**src/rtl/serial_cfg.svh**
```systemverilog
// register offsets, reset values and field positions of the serial unit
// assumes inclusion by bare name from the baud_tick and async_serial_unit modules
`ifndef SERIAL_CFG_SVH
`define SERIAL_CFG_SVH
`define OFS_STATUS 3'h0
`define OFS_DATA 3'h1
`define OFS_BAUD 3'h2
`define OFS_CTRL1 3'h3
`define OFS_CTRL2 3'h4
`define OFS_TXFINE 3'h5
`define OFS_RXFINE 3'h6
`define RST_STATUS 8'hC0
`define RST_CTRL 8'h00
`define RST_BAUD 8'h00
`define OVERSAMPLE 5'h10
`define MID_SAMPLE_A 4'h7
`define MID_SAMPLE_C 4'h9
// ctrl1 fields
`define C1_T8 6
`define C1_WORD9 4
`define C1_WAKE 3
`define C1_PAR_ON 2
`define C1_PAR_SENSE 1
`define C1_PAR_IRQ 0
// ctrl2 fields
`define C2_TXE_IRQ 7
`define C2_TC_IRQ 6
`define C2_RX_IRQ 5
`define C2_IDLE_IRQ 4
`define C2_TX_ON 3
`define C2_RX_ON 2
`define C2_MUTE 1
`define C2_BREAK 0
`endif

```
**src/rtl/serial_pkg.sv**
```systemverilog
// shared types of the serial unit
// assumes serial_cfg.svh holds the numbers
package serial_pkg;
    typedef struct packed {
        logic [2:0] addr;
        logic [7:0] wdata;
        logic wr;
        logic rd;
    } bus_req_t;
    typedef struct packed {
        logic [1:0] prescale_sel;
        logic [2:0] divide_sel;
        logic [7:0] fine;
    } rate_cfg_t;
endpackage

```
**src/rtl/baud_tick.sv**
```systemverilog
// one direction's 16x baud enable: prescaler, power of two, fine divider
// assumes settings stay fixed while the direction is enabled
`timescale 1ns/100ps
`include "serial_cfg.svh"
module baud_tick (
    input wire logic clock_i,
    input wire logic rstn_i,
    input wire serial_pkg::rate_cfg_t cfg_i,
    output logic tick_o
);
    logic [3:0] pre_ff;
    logic [6:0] pow_ff;
    logic [7:0] fine_ff;
    logic [3:0] pre_max;
    logic [6:0] pow_max;
    logic pre_hit;
    logic pow_hit;
    always_comb
    begin
        unique case (cfg_i.prescale_sel)
            2'h0: pre_max = 4'h0;
            2'h1: pre_max = 4'h2;
            2'h2: pre_max = 4'h3;
            default: pre_max = 4'hC;
        endcase
        pow_max = 7'((8'h01 << cfg_i.divide_sel) - 8'h01);
    end
    assign pre_hit = (pre_ff == pre_max);
    assign pow_hit = pre_hit && (pow_ff == pow_max);
    always_ff @(posedge clock_i)
    begin
        if (!rstn_i)
            pre_ff <= 4'h0;
        else if (pre_hit)
            pre_ff <= 4'h0;
        else
            pre_ff <= pre_ff + 4'h1;
    end
    always_ff @(posedge clock_i)
    begin
        if (!rstn_i)
            pow_ff <= 7'h00;
        else if (pow_hit)
            pow_ff <= 7'h00;
        else if (pre_hit)
            pow_ff <= pow_ff + 7'h01;
    end
    always_ff @(posedge clock_i)
    begin
        if (!rstn_i)
            fine_ff <= 8'h00;
        else if (pow_hit)
            fine_ff <= (fine_ff + 8'h01 >= cfg_i.fine) ? 8'h00 : fine_ff + 8'h01;
    end
    // zero fine setting bypasses the extended stage
    assign tick_o = pow_hit && (cfg_i.fine == 8'h00 || fine_ff + 8'h01 >= cfg_i.fine);
endmodule

```
**src/rtl/frame_tx.sv**
```systemverilog
// transmit shifter: data, idle and break frames at 16x tick
// assumes the caller offers a frame only when ready
`timescale 1ns/100ps
module frame_tx (
    input wire logic clock_i,
    input wire logic rstn_i,
    input wire logic tick_i,
    input wire logic start_i,
    input wire logic [10:0] frame_i,
    input wire logic [3:0] nbits_i,
    output logic busy_o,
    output logic done_o,
    output logic pin_o
);
    logic [10:0] sh_ff;
    logic [3:0] left_ff;
    logic [3:0] sub_ff;
    always_ff @(posedge clock_i)
    begin
        if (!rstn_i)
        begin
            sh_ff <= 11'h7FF;
            left_ff <= 4'h0;
            sub_ff <= 4'h0;
        end
        // reload on the last tick so back-to-back frames leave no mark gap
        else if (start_i && (!busy_o || done_o))
        begin
            sh_ff <= frame_i;
            left_ff <= nbits_i;
            sub_ff <= 4'h0;
        end
        else if (busy_o && tick_i)
        begin
            sub_ff <= sub_ff + 4'h1;
            if (sub_ff == 4'hF)
            begin
                sh_ff <= {1'b1, sh_ff[10:1]};
                left_ff <= left_ff - 4'h1;
            end
        end
    end
    assign busy_o = (left_ff != 4'h0);
    assign done_o = busy_o && tick_i && sub_ff == 4'hF && left_ff == 4'h1;
    assign pin_o = busy_o ? sh_ff[0] : 1'b1;
endmodule

```
**src/rtl/async_serial_unit.sv**
```systemverilog
// async serial unit core: register port, transmitter control, receiver
// assumes a one-cycle read/write strobe master and a pin synchronous to clock_i
`timescale 1ns/100ps
`include "serial_cfg.svh"
module async_serial_unit (
    input wire logic clock_i,
    input wire logic rstn_i,
    input wire serial_pkg::bus_req_t bus_i,
    output logic [7:0] rdata_o,
    input wire logic serial_in_pin_i,
    output logic serial_out_pin_o,
    output logic irq_o
);
    typedef enum logic [3:0] {
        RX_HUNT = 4'b0001,
        RX_START = 4'b0010,
        RX_BITS = 4'b0100,
        RX_STOP = 4'b1000
    } rx_state_t;

    logic [7:0] ctrl1_ff, ctrl2_ff, baud_ff, txfine_ff, rxfine_ff;
    logic tx_buffer_empty_ff, tx_done_flag_ff, rx_buffer_full_ff, idle_ff;
    logic overrun_ff, noise_flag_ff, framing_flag_ff, parity_fail_flag_ff;
    logic status_seen_ff, hidden_noise_ff, idle_armed_ff;
    logic [8:0] tx_buffer_ff, rx_buffer_ff;
    logic tx_pending_ff, idle_due_ff, break_tail_ff;
    logic [7:0] rdata_ff;
    logic tx_tick, rx_tick, tx_busy, tx_done, tx_start;
    logic [10:0] tx_frame;
    logic [3:0] tx_len;
    logic word9, rd_data, wr_data, rd_status;
    assign word9 = ctrl1_ff[`C1_WORD9];
    assign rd_status = bus_i.rd && bus_i.addr == `OFS_STATUS;
    assign rd_data = bus_i.rd && bus_i.addr == `OFS_DATA;
    assign wr_data = bus_i.wr && bus_i.addr == `OFS_DATA;

    baud_tick u_tx_rate (
        .clock_i(clock_i),
        .rstn_i(rstn_i),
        .cfg_i({baud_ff[7:6], baud_ff[5:3], txfine_ff}),
        .tick_o(tx_tick)
    );
    baud_tick u_rx_rate (
        .clock_i(clock_i),
        .rstn_i(rstn_i),
        .cfg_i({baud_ff[7:6], baud_ff[2:0], rxfine_ff}),
        .tick_o(rx_tick)
    );
    // relied on: rate dividers are not restarted on setting changes

    // register writes
    always_ff @(posedge clock_i)
    begin
        if (!rstn_i)
        begin
            ctrl1_ff <= `RST_CTRL;
            baud_ff <= `RST_BAUD;
            txfine_ff <= `RST_BAUD;
            rxfine_ff <= `RST_BAUD;
        end
        else if (bus_i.wr)
        begin
            if (bus_i.addr == `OFS_CTRL1)
                ctrl1_ff <= bus_i.wdata;
            if (bus_i.addr == `OFS_BAUD)
                baud_ff <= bus_i.wdata;
            if (bus_i.addr == `OFS_TXFINE)
                txfine_ff <= bus_i.wdata;
            if (bus_i.addr == `OFS_RXFINE)
                rxfine_ff <= bus_i.wdata;
        end
    end

    // receiver
    rx_state_t rx_st_ff;
    logic [3:0] rx_sub_ff, rx_cnt_ff;
    logic [2:0] hist_ff;
    logic [2:0] mid_ff;
    logic [8:0] rx_sh_ff;
    logic rx_noise_ff, rx_ones_ff, rx_zeros_ff;
    logic mute_clear, rx_done, rx_idle_done, maj, noisy, stop_bad;
    logic [3:0] rx_len;
    logic parity_bad, addr_mark, accept, flags_ok;
    assign rx_len = word9 ? 4'h9 : 4'h8;
    assign maj = (mid_ff[0] & mid_ff[1]) | (mid_ff[0] & serial_in_pin_i) | (mid_ff[1] & serial_in_pin_i);
    assign noisy = !(mid_ff[0] == mid_ff[1] && mid_ff[1] == serial_in_pin_i);
    logic sample_end;
    assign sample_end = rx_tick && rx_sub_ff == `MID_SAMPLE_C;

    always_ff @(posedge clock_i)
    begin
        if (!rstn_i)
            mid_ff <= 3'h0;
        else if (rx_tick && (rx_sub_ff == `MID_SAMPLE_A || rx_sub_ff == 4'h8))
            mid_ff <= {mid_ff[1:0], serial_in_pin_i};
    end

    always_ff @(posedge clock_i)
    begin
        // reset to mark level so no false noise mark follows reset
        if (!rstn_i)
            hist_ff <= 3'h7;
        else if (rx_tick)
            hist_ff <= {hist_ff[1:0], serial_in_pin_i};
    end

    always_ff @(posedge clock_i)
    begin
        if (!rstn_i || !ctrl2_ff[`C2_RX_ON])
        begin
            rx_st_ff <= RX_HUNT;
            rx_sub_ff <= 4'h0;
            rx_cnt_ff <= 4'h0;
            rx_sh_ff <= 9'h000;
            rx_noise_ff <= 1'b0;
            rx_ones_ff <= 1'b1;
            rx_zeros_ff <= 1'b1;
        end
        else if (rx_tick)
        begin
            rx_sub_ff <= rx_sub_ff + 4'h1;
            unique case (rx_st_ff)
                RX_HUNT:
                begin
                    rx_sub_ff <= 4'h1;
                    if (!serial_in_pin_i)
                    begin
                        rx_st_ff <= RX_START;
                        rx_noise_ff <= (hist_ff != 3'h7);
                    end
                end
                RX_START:
                    if (sample_end)
                    begin
                        if (maj)
                            rx_st_ff <= RX_HUNT;
                        else
                        begin
                            rx_noise_ff <= rx_noise_ff | noisy;
                            rx_st_ff <= RX_BITS;
                            rx_cnt_ff <= 4'h0;
                            rx_ones_ff <= 1'b1;
                            rx_zeros_ff <= 1'b1;
                        end
                    end
                RX_BITS:
                    if (sample_end)
                    begin
                        rx_sh_ff <= word9 ? {maj, rx_sh_ff[8:1]} : {1'b0, maj, rx_sh_ff[7:1]};
                        rx_noise_ff <= rx_noise_ff | noisy;
                        rx_ones_ff <= rx_ones_ff & maj;
                        rx_zeros_ff <= rx_zeros_ff & !maj;
                        rx_cnt_ff <= rx_cnt_ff + 4'h1;
                        if (rx_cnt_ff == rx_len - 4'h1)
                            rx_st_ff <= RX_STOP;
                    end
                RX_STOP:
                    if (sample_end)
                        rx_st_ff <= RX_HUNT;
            endcase
        end
    end

    // false start keeps a noise mark for the next frame
    always_ff @(posedge clock_i)
    begin
        if (!rstn_i)
            hidden_noise_ff <= 1'b0;
        else if (rx_st_ff == RX_START && sample_end && maj)
            hidden_noise_ff <= 1'b1;
        else if (rx_done)
            hidden_noise_ff <= 1'b0;
    end

    logic frame_end;
    assign frame_end = rx_st_ff == RX_STOP && sample_end && ctrl2_ff[`C2_RX_ON];
    assign stop_bad = !maj;
    assign rx_idle_done = frame_end && rx_ones_ff && maj && idle_armed_ff;
    assign rx_done = frame_end && !(rx_ones_ff && maj);
    assign parity_bad = ctrl1_ff[`C1_PAR_ON] && (^rx_sh_ff[8:0] != ctrl1_ff[`C1_PAR_SENSE]);
    assign addr_mark = word9 ? rx_sh_ff[8] : rx_sh_ff[7];
    // while muted only an address mark gets through, and only with address-mark wake
    assign accept = rx_done && (!ctrl2_ff[`C2_MUTE] || (ctrl1_ff[`C1_WAKE] && addr_mark));
    assign flags_ok = accept && !rx_buffer_full_ff;
    assign mute_clear = ctrl2_ff[`C2_MUTE] && ((rx_idle_done && !ctrl1_ff[`C1_WAKE]) ||
                        (rx_done && ctrl1_ff[`C1_WAKE] && addr_mark));

    // read-then-clear sequence arming
    always_ff @(posedge clock_i)
    begin
        if (!rstn_i)
            status_seen_ff <= 1'b0;
        else if (rd_status)
            status_seen_ff <= 1'b1;
        else if (rd_data || wr_data)
            status_seen_ff <= 1'b0;
    end
    logic rx_clear, tx_clear;
    assign rx_clear = status_seen_ff && rd_data;
    assign tx_clear = status_seen_ff && wr_data;

    // receive flags: hardware set wins over the clear sequence
    always_ff @(posedge clock_i)
    begin
        if (!rstn_i)
        begin
            rx_buffer_full_ff <= 1'b0;
            overrun_ff <= 1'b0;
            noise_flag_ff <= 1'b0;
            framing_flag_ff <= 1'b0;
            parity_fail_flag_ff <= 1'b0;
            idle_ff <= 1'b0;
            rx_buffer_ff <= 9'h000;
            idle_armed_ff <= 1'b1;
        end
        else
        begin
            if (rx_clear)
            begin
                rx_buffer_full_ff <= 1'b0;
                overrun_ff <= 1'b0;
                noise_flag_ff <= 1'b0;
                framing_flag_ff <= 1'b0;
                parity_fail_flag_ff <= 1'b0;
                idle_ff <= 1'b0;
            end
            if (flags_ok)
            begin
                rx_buffer_ff <= rx_sh_ff;
                rx_buffer_full_ff <= 1'b1;
                noise_flag_ff <= rx_noise_ff | hidden_noise_ff;
                framing_flag_ff <= stop_bad;
                parity_fail_flag_ff <= parity_bad && !(ctrl2_ff[`C2_MUTE]);
                idle_armed_ff <= 1'b1;
            end
            else if (accept && rx_buffer_full_ff && !ctrl2_ff[`C2_MUTE])
                overrun_ff <= 1'b1;
            if (rx_idle_done && !ctrl2_ff[`C2_MUTE])
            begin
                idle_ff <= 1'b1;
                idle_armed_ff <= 1'b0;
            end
        end
    end

    // control register two with hardware mute release
    always_ff @(posedge clock_i)
    begin
        if (!rstn_i)
            ctrl2_ff <= `RST_CTRL;
        else if (bus_i.wr && bus_i.addr == `OFS_CTRL2)
            ctrl2_ff <= bus_i.wdata;
        else if (mute_clear)
            ctrl2_ff[`C2_MUTE] <= 1'b0;
    end

    // transmitter
    logic tx_on_q_ff;
    logic tx_rise, tx_fall, txen;
    logic kind_data_ff, kind_break_ff;
    logic tail_due;
    assign txen = ctrl2_ff[`C2_TX_ON];
    assign tail_due = break_tail_ff || (tx_done && kind_break_ff && !ctrl2_ff[`C2_BREAK]);
    assign tx_rise = txen && !tx_on_q_ff;
    assign tx_fall = !txen && tx_on_q_ff;
    logic [8:0] tx_word;
    logic par_bit;
    always_comb
    begin
        tx_word = tx_buffer_ff;
        par_bit = ctrl1_ff[`C1_PAR_SENSE] ^ (word9 ? ^tx_buffer_ff[7:0] : ^tx_buffer_ff[6:0]);
        if (ctrl1_ff[`C1_PAR_ON])
        begin
            if (word9)
                tx_word[8] = par_bit;
            else
                tx_word[7] = par_bit;
        end
        tx_len = word9 ? 4'hB : 4'hA;
        tx_frame = 11'h7FF;
        tx_start = 1'b0;
        if ((!tx_busy || tx_done) && txen)
        begin
            if (tail_due)
            begin
                tx_frame = 11'h7FF;
                tx_len = 4'h1;
                tx_start = 1'b1;
            end
            else if (ctrl2_ff[`C2_BREAK])
            begin
                tx_frame = 11'h000;
                tx_start = 1'b1;
            end
            else if (idle_due_ff)
            begin
                tx_frame = 11'h7FF;
                tx_start = 1'b1;
            end
            else if (tx_pending_ff)
            begin
                tx_frame = word9 ? {1'b1, tx_word, 1'b0} : {2'b11, tx_word[7:0], 1'b0};
                tx_start = 1'b1;
            end
        end
    end

    frame_tx u_shift (
        .clock_i(clock_i),
        .rstn_i(rstn_i),
        .tick_i(tx_tick),
        .start_i(tx_start),
        .frame_i(tx_frame),
        .nbits_i(tx_len),
        .busy_o(tx_busy),
        .done_o(tx_done),
        .pin_o(serial_out_pin_o)
    );

    always_ff @(posedge clock_i)
    begin
        if (!rstn_i)
        begin
            tx_on_q_ff <= 1'b0;
            idle_due_ff <= 1'b0;
            break_tail_ff <= 1'b0;
            kind_data_ff <= 1'b0;
            kind_break_ff <= 1'b0;
        end
        else
        begin
            tx_on_q_ff <= txen;
            if (tx_rise)
                idle_due_ff <= 1'b1;
            else if (tx_start && !ctrl2_ff[`C2_BREAK] && !tail_due)
                idle_due_ff <= 1'b0;
            if (tx_start)
            begin
                kind_data_ff <= !ctrl2_ff[`C2_BREAK] && !tail_due && !idle_due_ff;
                kind_break_ff <= ctrl2_ff[`C2_BREAK] && !tail_due;
            end
            if (tx_start && tail_due)
                break_tail_ff <= 1'b0;
            else if (tx_done && kind_break_ff && !ctrl2_ff[`C2_BREAK])
                break_tail_ff <= 1'b1;
        end
    end
    always_ff @(posedge clock_i)
    begin
        if (!rstn_i)
        begin
            tx_buffer_empty_ff <= 1'b1;
            tx_done_flag_ff <= 1'b1;
            tx_pending_ff <= 1'b0;
            tx_buffer_ff <= 9'h000;
        end
        else
        begin
            if (tx_clear)
            begin
                tx_buffer_empty_ff <= 1'b0;
                tx_done_flag_ff <= 1'b0;
            end
            if (wr_data)
            begin
                tx_buffer_ff <= {ctrl1_ff[`C1_T8], bus_i.wdata};
                tx_pending_ff <= 1'b1;
            end
            if (tx_fall)
                tx_pending_ff <= 1'b0;
            if (tx_start && kind_next_data())
            begin
                tx_pending_ff <= 1'b0;
                tx_buffer_empty_ff <= 1'b1;
            end
            if (tx_done && kind_data_ff)
                tx_done_flag_ff <= 1'b1;
        end
    end
    function automatic logic kind_next_data();
        kind_next_data = !ctrl2_ff[`C2_BREAK] && !tail_due && !idle_due_ff;
    endfunction

    // read port
    always_ff @(posedge clock_i)
    begin
        if (!rstn_i)
            rdata_ff <= 8'h00;
        else if (bus_i.rd)
        begin
            unique case (bus_i.addr)
                `OFS_STATUS: rdata_ff <= {tx_buffer_empty_ff, tx_done_flag_ff, rx_buffer_full_ff, idle_ff,
                                          overrun_ff, noise_flag_ff, framing_flag_ff, parity_fail_flag_ff};
                `OFS_DATA: rdata_ff <= rx_buffer_ff[7:0];
                `OFS_BAUD: rdata_ff <= baud_ff;
                `OFS_CTRL1: rdata_ff <= {rx_buffer_ff[8], ctrl1_ff[6:0]};
                `OFS_CTRL2: rdata_ff <= ctrl2_ff;
                `OFS_TXFINE: rdata_ff <= txfine_ff;
                `OFS_RXFINE: rdata_ff <= rxfine_ff;
                default: rdata_ff <= 8'h00;
            endcase
        end
    end
    assign rdata_o = rdata_ff;

    assign irq_o = (ctrl2_ff[`C2_TXE_IRQ] && tx_buffer_empty_ff) || (ctrl2_ff[`C2_TC_IRQ] && tx_done_flag_ff) ||
                   (!ctrl2_ff[`C2_MUTE] && ((ctrl2_ff[`C2_RX_IRQ] && (rx_buffer_full_ff || overrun_ff)) ||
                   (ctrl2_ff[`C2_IDLE_IRQ] && idle_ff) || (ctrl1_ff[`C1_PAR_IRQ] && parity_fail_flag_ff)));

    chk_clear_tx: assert property (@(posedge clock_i) disable iff (!rstn_i)
        tx_clear && !tx_start && !tx_done |=> !tx_done_flag_ff) else $error("tx flags not cleared");
    chk_clear_rx: assert property (@(posedge clock_i) disable iff (!rstn_i)
        rx_clear && !accept |=> !rx_buffer_full_ff && !overrun_ff) else $error("rx flags not cleared");
    chk_overrun_keep: assert property (@(posedge clock_i) disable iff (!rstn_i)
        accept && rx_buffer_full_ff && !rx_clear |=> $stable(rx_buffer_ff)) else $error("buffer lost on overrun");
    chk_full_set: assert property (@(posedge clock_i) disable iff (!rstn_i)
        flags_ok |=> rx_buffer_full_ff && rx_buffer_ff == $past(rx_sh_ff)) else $error("buffer not loaded");
    chk_break_zero: assert property (@(posedge clock_i) disable iff (!rstn_i)
        tx_start && ctrl2_ff[`C2_BREAK] && !tail_due |=> !serial_out_pin_o) else $error("break not low");
    chk_idle_first: assert property (@(posedge clock_i) disable iff (!rstn_i)
        tx_rise |=> idle_due_ff) else $error("idle not scheduled");
    chk_mute_flags: assert property (@(posedge clock_i) disable iff (!rstn_i)
        ctrl2_ff[`C2_MUTE] && !mute_clear && !rx_buffer_full_ff && !rx_clear && !bus_i.wr |=> !rx_buffer_full_ff)
        else $error("flag set while muted");
    chk_idle_tx: assert property (@(posedge clock_i) disable iff (!rstn_i)
        tx_fall |=> !tx_pending_ff) else $error("buffer kept over toggle");
    cov_rx_char: cover property (@(posedge clock_i) flags_ok);
    cov_overrun: cover property (@(posedge clock_i) overrun_ff);
    cov_break: cover property (@(posedge clock_i) break_tail_ff);
endmodule

```
**config.mk**
```make
export PLATFORM = sky130hd
export DESIGN_NAME = async_serial_unit
export DESIGN_NICKNAME = d
export VERILOG_FILES = /design/src/rtl/serial_pkg.sv /design/src/rtl/baud_tick.sv /design/src/rtl/frame_tx.sv /design/src/rtl/async_serial_unit.sv
export VERILOG_INCLUDE_DIRS = /design/src /design/src/rtl
export SDC_FILE = /design/constraint.sdc
export NUM_CORES = 1
export LEC_CHECK = 0
export BUFFER_PORTS_ARGS = -buffer_cell sky130_fd_sc_hd__buf_2
export CORE_MARGIN = 4
export CORE_UTILIZATION = 45
export DETAILED_ROUTE_END_ITERATION = 16
export MAX_ROUTING_LAYER = met4
export PLACE_DENSITY_LB_ADDON = 0.15
export SYNTH_ARGS = -nofsm -noshare
export SYNTH_HDL_FRONTEND = slang
export SYNTH_HIERARCHICAL = 1
export SYNTH_SLANG_ARGS = --single-unit
```
**constraint.sdc**
```tcl
create_clock -name clock_i -period 9.7 [get_ports clock_i]
set_input_delay 0 -clock clock_i [delete_from_list [all_inputs] [get_ports clock_i]]
set_output_delay 0 -clock clock_i [all_outputs]
set_load 0.005 [all_outputs]
```
==> impl_metrics.env <==
export IMPL_cp_arrival_ps=5240
export IMPL_pre_cts_ws_ps=4770
export IMPL_required_ps=10010
export IMPL_root_buffer="clkbuf_16"
export IMPL_power_frac_comb=0.129
export IMPL_core_sq_mm=0.0202
export IMPL_routabilityCongestion=0.891
export IMPL_pwr_share_seq=0.438
export IMPL_grt_pass1_vias=6890
export IMPL_nNetsFinal=1134
export IMPL_setup_worst_path_end_class="flop"
export IMPL_ys_flop_type="dfxtp_1"
export IMPL_leakagePower_nw=3.69
export IMPL_drt_total_wl_microns=22400
export IMPL_clk_path_buf_depth=2
export IMPL_antenna_found_initial=0
export IMPL_drt_wirelength_per_cell_microns=16.4
export IMPL_max_freq_mhz=203
export IMPL_maxSlewHeadroom=0.234
export IMPL_postLayoutSetupSlackWorst_ps=4770
export IMPL_synth_avg_cell_area_sq_um=8.59
export IMPL_ios=26
export IMPL_drc=0
export IMPL_synth_seq_cells=167
export IMPL_htreeDepth=4
export IMPL_p_int_mw=1.21
export IMPL_yosys_warnings=6
export IMPL_clk_pin_slew_worst_paths_ps=70
export IMPL_vias=7387
export IMPL_dp_cells=1321
export IMPL_start_util=0.457
export IMPL_grt_usage=0.209
export IMPL_hold_viol_final=0
export IMPL_rows=52
export IMPL_grt_max_degree=64
export IMPL_ys_types=83
export IMPL_fin_worst_skew_ps=7.25
export IMPL_maxCapViolCount=0
export IMPL_p_sw_uw=449
export IMPL_vdd_drop_max_mv=0.102
export IMPL_fin_crit_sh=0.508
export IMPL_post_cts_resized=0
export IMPL_io_buffers=25
export IMPL_viasPerCell=5.41
export IMPL_critPathKind="reg -> reg"
export IMPL_drt_pass1_iter_count=5
export IMPL_clock_power_share=0.432
export IMPL_switching_share=0.271
export IMPL_setup_violations=0
export IMPL_cp_slowest_cell="nor2_1"
export IMPL_drtIter0Drc=538
export IMPL_syn_area_sq_mm=0.00922
export IMPL_synth_nets=1126
export IMPL_cts_buffers=17
export IMPL_fp_dieW_microns=151
export IMPL_fin_crit_ps=4930
export IMPL_critPathBufInv=1
export IMPL_die_area_sq_mm=0.0228
export IMPL_slowest_delay_ps=590
export IMPL_hp_class="in -> reg"
export IMPL_report_final_slew_viol_count=0
export IMPL_fin_setup_tns_ps=0
export IMPL_cts_tree="yes"
export IMPL_outcome="finished clean"
export IMPL_synth_cells=1073
export IMPL_ant_nets=0
export IMPL_drive_above_1_share=0.0878
export IMPL_area_delta_synth_final_pct=9.69
export IMPL_clk_latency_ps=430
export IMPL_synth_edf_count=0
export IMPL_cp_top_family="simple AND/OR/NAND/NOR gates"
export IMPL_cts_sinks=167
export IMPL_overflow=0
export IMPL_hpwl_microns=15700
export IMPL_finalNonFillerCells=1365
export IMPL_start_kind="flop"
export IMPL_seq_area_frac_synth=0.363
export IMPL_power_density_mw_per_mm2=164
export IMPL_crit_path_cell_trace="or3_1 > ha_1 > or4_1 > o211ai_1 > nand4_4 > nor2_1 > nand4_1 > nor4_1 > a211oi_1 > nand2b_1 > o21a_1 > and4_1 > a32oi_1 > buf_4 > and2_2 > o2bb2ai_1"
export IMPL_tightest_slew_ps=1150
export IMPL_grt_pass1_wl_microns=37100
export IMPL_hold_ws_ps=23.1
export IMPL_dieHeight_microns=151
export IMPL_grt_setup_unrepaired="no"
export IMPL_postSynth_asyncResetShare=0
export IMPL_crit_fanout=20
layout by cell type (no fill, tap or decap), types with 6 or more instances in the layout:
master / count
dfxtp_1: 167
nand2_1: 134
nor2_1: 100
a21oi_1: 84
mux2i_1: 60
inv_1: 47
o21ai_0: 38
ha_1: 37
xnor2_1: 35
nand3_1: 27
xor2_1: 26
buf_2: 25
clkbuf_16: 17
and2_1: 16
and3_1: 16
nand4_1: 15
nand2b_1: 14
nor2b_1: 14
nor3b_1: 14
o21a_1: 11
dlygate4sd3_1: 11
a21boi_0: 9
a22oi_1: 8
nor3_1: 8
o22ai_1: 8
nor4_1: 8
a211oi_1: 7
o21ai_1: 7
o2bb2ai_1: 7
or3_1: 6
buf_4: 6
or4_1: 6
final timing paths:
path                                      start            endpoint  slack (ps)  depth (start not counted)
worst max-delay path                 baud_ff[4]  u_shift/left_ff[1]        4770                         16
worst min-delay path                   bus_i[0]          rdata_o[4]          20                          3
worst max register to register       baud_ff[4]  u_shift/left_ff[1]        4770                         16
worst min register to register  tx_buffer_ff[8]     tx_buffer_ff[8]         460                          2
sequential cells by signal, indices dropped and copies added, names as in the netlist, 7 cells and up:
register / cells
baud_ff: 8
tx_buffer_ff: 9
u_rx_rate/fine_ff: 8
u_shift/sh_ff: 11
rx_buffer_ff: 9
u_rx_rate/pow_ff: 7
rx_sh_ff: 9
ctrl2_ff: 8
rdata_o: 8
rxfine_ff: 8
txfine_ff: 8
u_tx_rate/pow_ff: 7
u_tx_rate/fine_ff: 8
ctrl1_ff: 7
cell families after synthesis:
kind of cell / Yosys count / synth area share
and+or+nand+nor: 414 / 0.233
muxes: 67 / 0.0798
other: 1 / 0.000407
adders and majority gates: 37 / 0.0502
buffers and inverters: 101 / 0.0575
AOI/OAI and AO/OA: 224 / 0.156
DFF: 167 / 0.363
xor gates and xnor gates: 62 / 0.0604
per-layer routing:
layer | track usage | vias up | share of wire
met5 | - | - | 0
met4 | 0.0512 | 0 | 0.011
met3 | 0.0392 | 16 | 0.038
met2 | 0.319 | 112 | 0.46
met1 | 0.289 | 3480 | 0.49
li1 | - | 3779 | -
cell type report:
cell class	count	area (sq um)
clock inverters	13	170
fillers	2008	10100
flip-flops and latches	167	3340
clock buffers	19	453
repair buffers	42	280
well taps	270	338
inverters	48	180
diodes	1	2.50
multi-input cells	805	5350
metrics by stage:
step | total power [mW] | cell area (sq um) | utilization
6_report | 1.65 | 10100 | 0.501
5_1_grt | 1.73 | 10100 | 0.501
4_1_cts | 1.67 | 10100 | 0.501
3_5_place_dp | 0.950 | 9380 | 0.465
3_3_place_gp | 0.948 | 9380 | 0.465
2_1_floorplan | 0.904 | 9220 | -
synth_stat cells (15+ instances only):
| cell | number | area [sq um] |
|---|---|---|
| clkbuf_1 | 28 | 105 |
| xor2_1 | 26 | 228 |
| o21ai_0 | 38 | 190 |
| nor2_1 | 100 | 375 |
| and3_1 | 16 | 100 |
| nand2_1 | 134 | 503 |
| mux2i_1 | 60 | 601 |
| xnor2_1 | 35 | 307 |
| and2_1 | 16 | 100 |
| nand3_1 | 27 | 135 |
| dfxtp_1 | 167 | 3340 |
| a21oi_1 | 84 | 420 |
| nand4_1 | 15 | 93.8 |
| ha_1 | 37 | 463 |
| inv_1 | 47 | 176 |
worst reg2reg max path, delay by kind of cell, from the launching register on:
family                   cells  cell delay, ps
AO/OA/AOI/OAI                5             750
adder cells (fa/ha/maj)      1             280
buffers and inverters        1             220
flip-flops                   1             440
AND/OR/NAND/NOR              9            3130
power by group through the flow:
| stage | Combinational (mW) | Clock (mW) | Sequential, mW |
|---|---|---|---|
| global placement | 0.208 | 0 | 0.740 |
| global route | 0.238 | 0.763 | 0.727 |
| CTS | 0.215 | 0.733 | 0.725 |
| finish | 0.214 | 0.715 | 0.725 |
| detailed placement | 0.210 | 0 | 0.740 |
| floorplan | 0.172 | 0 | 0.731 |
timing repair:
item | 4_1_cts | 5_1_grt
buffers inserted | 0 | 0
hold buffers | 11 | 0
endpoints found under the hold margin | 48 | 0
Note: power is estimated with default switching activity, not from simulation.
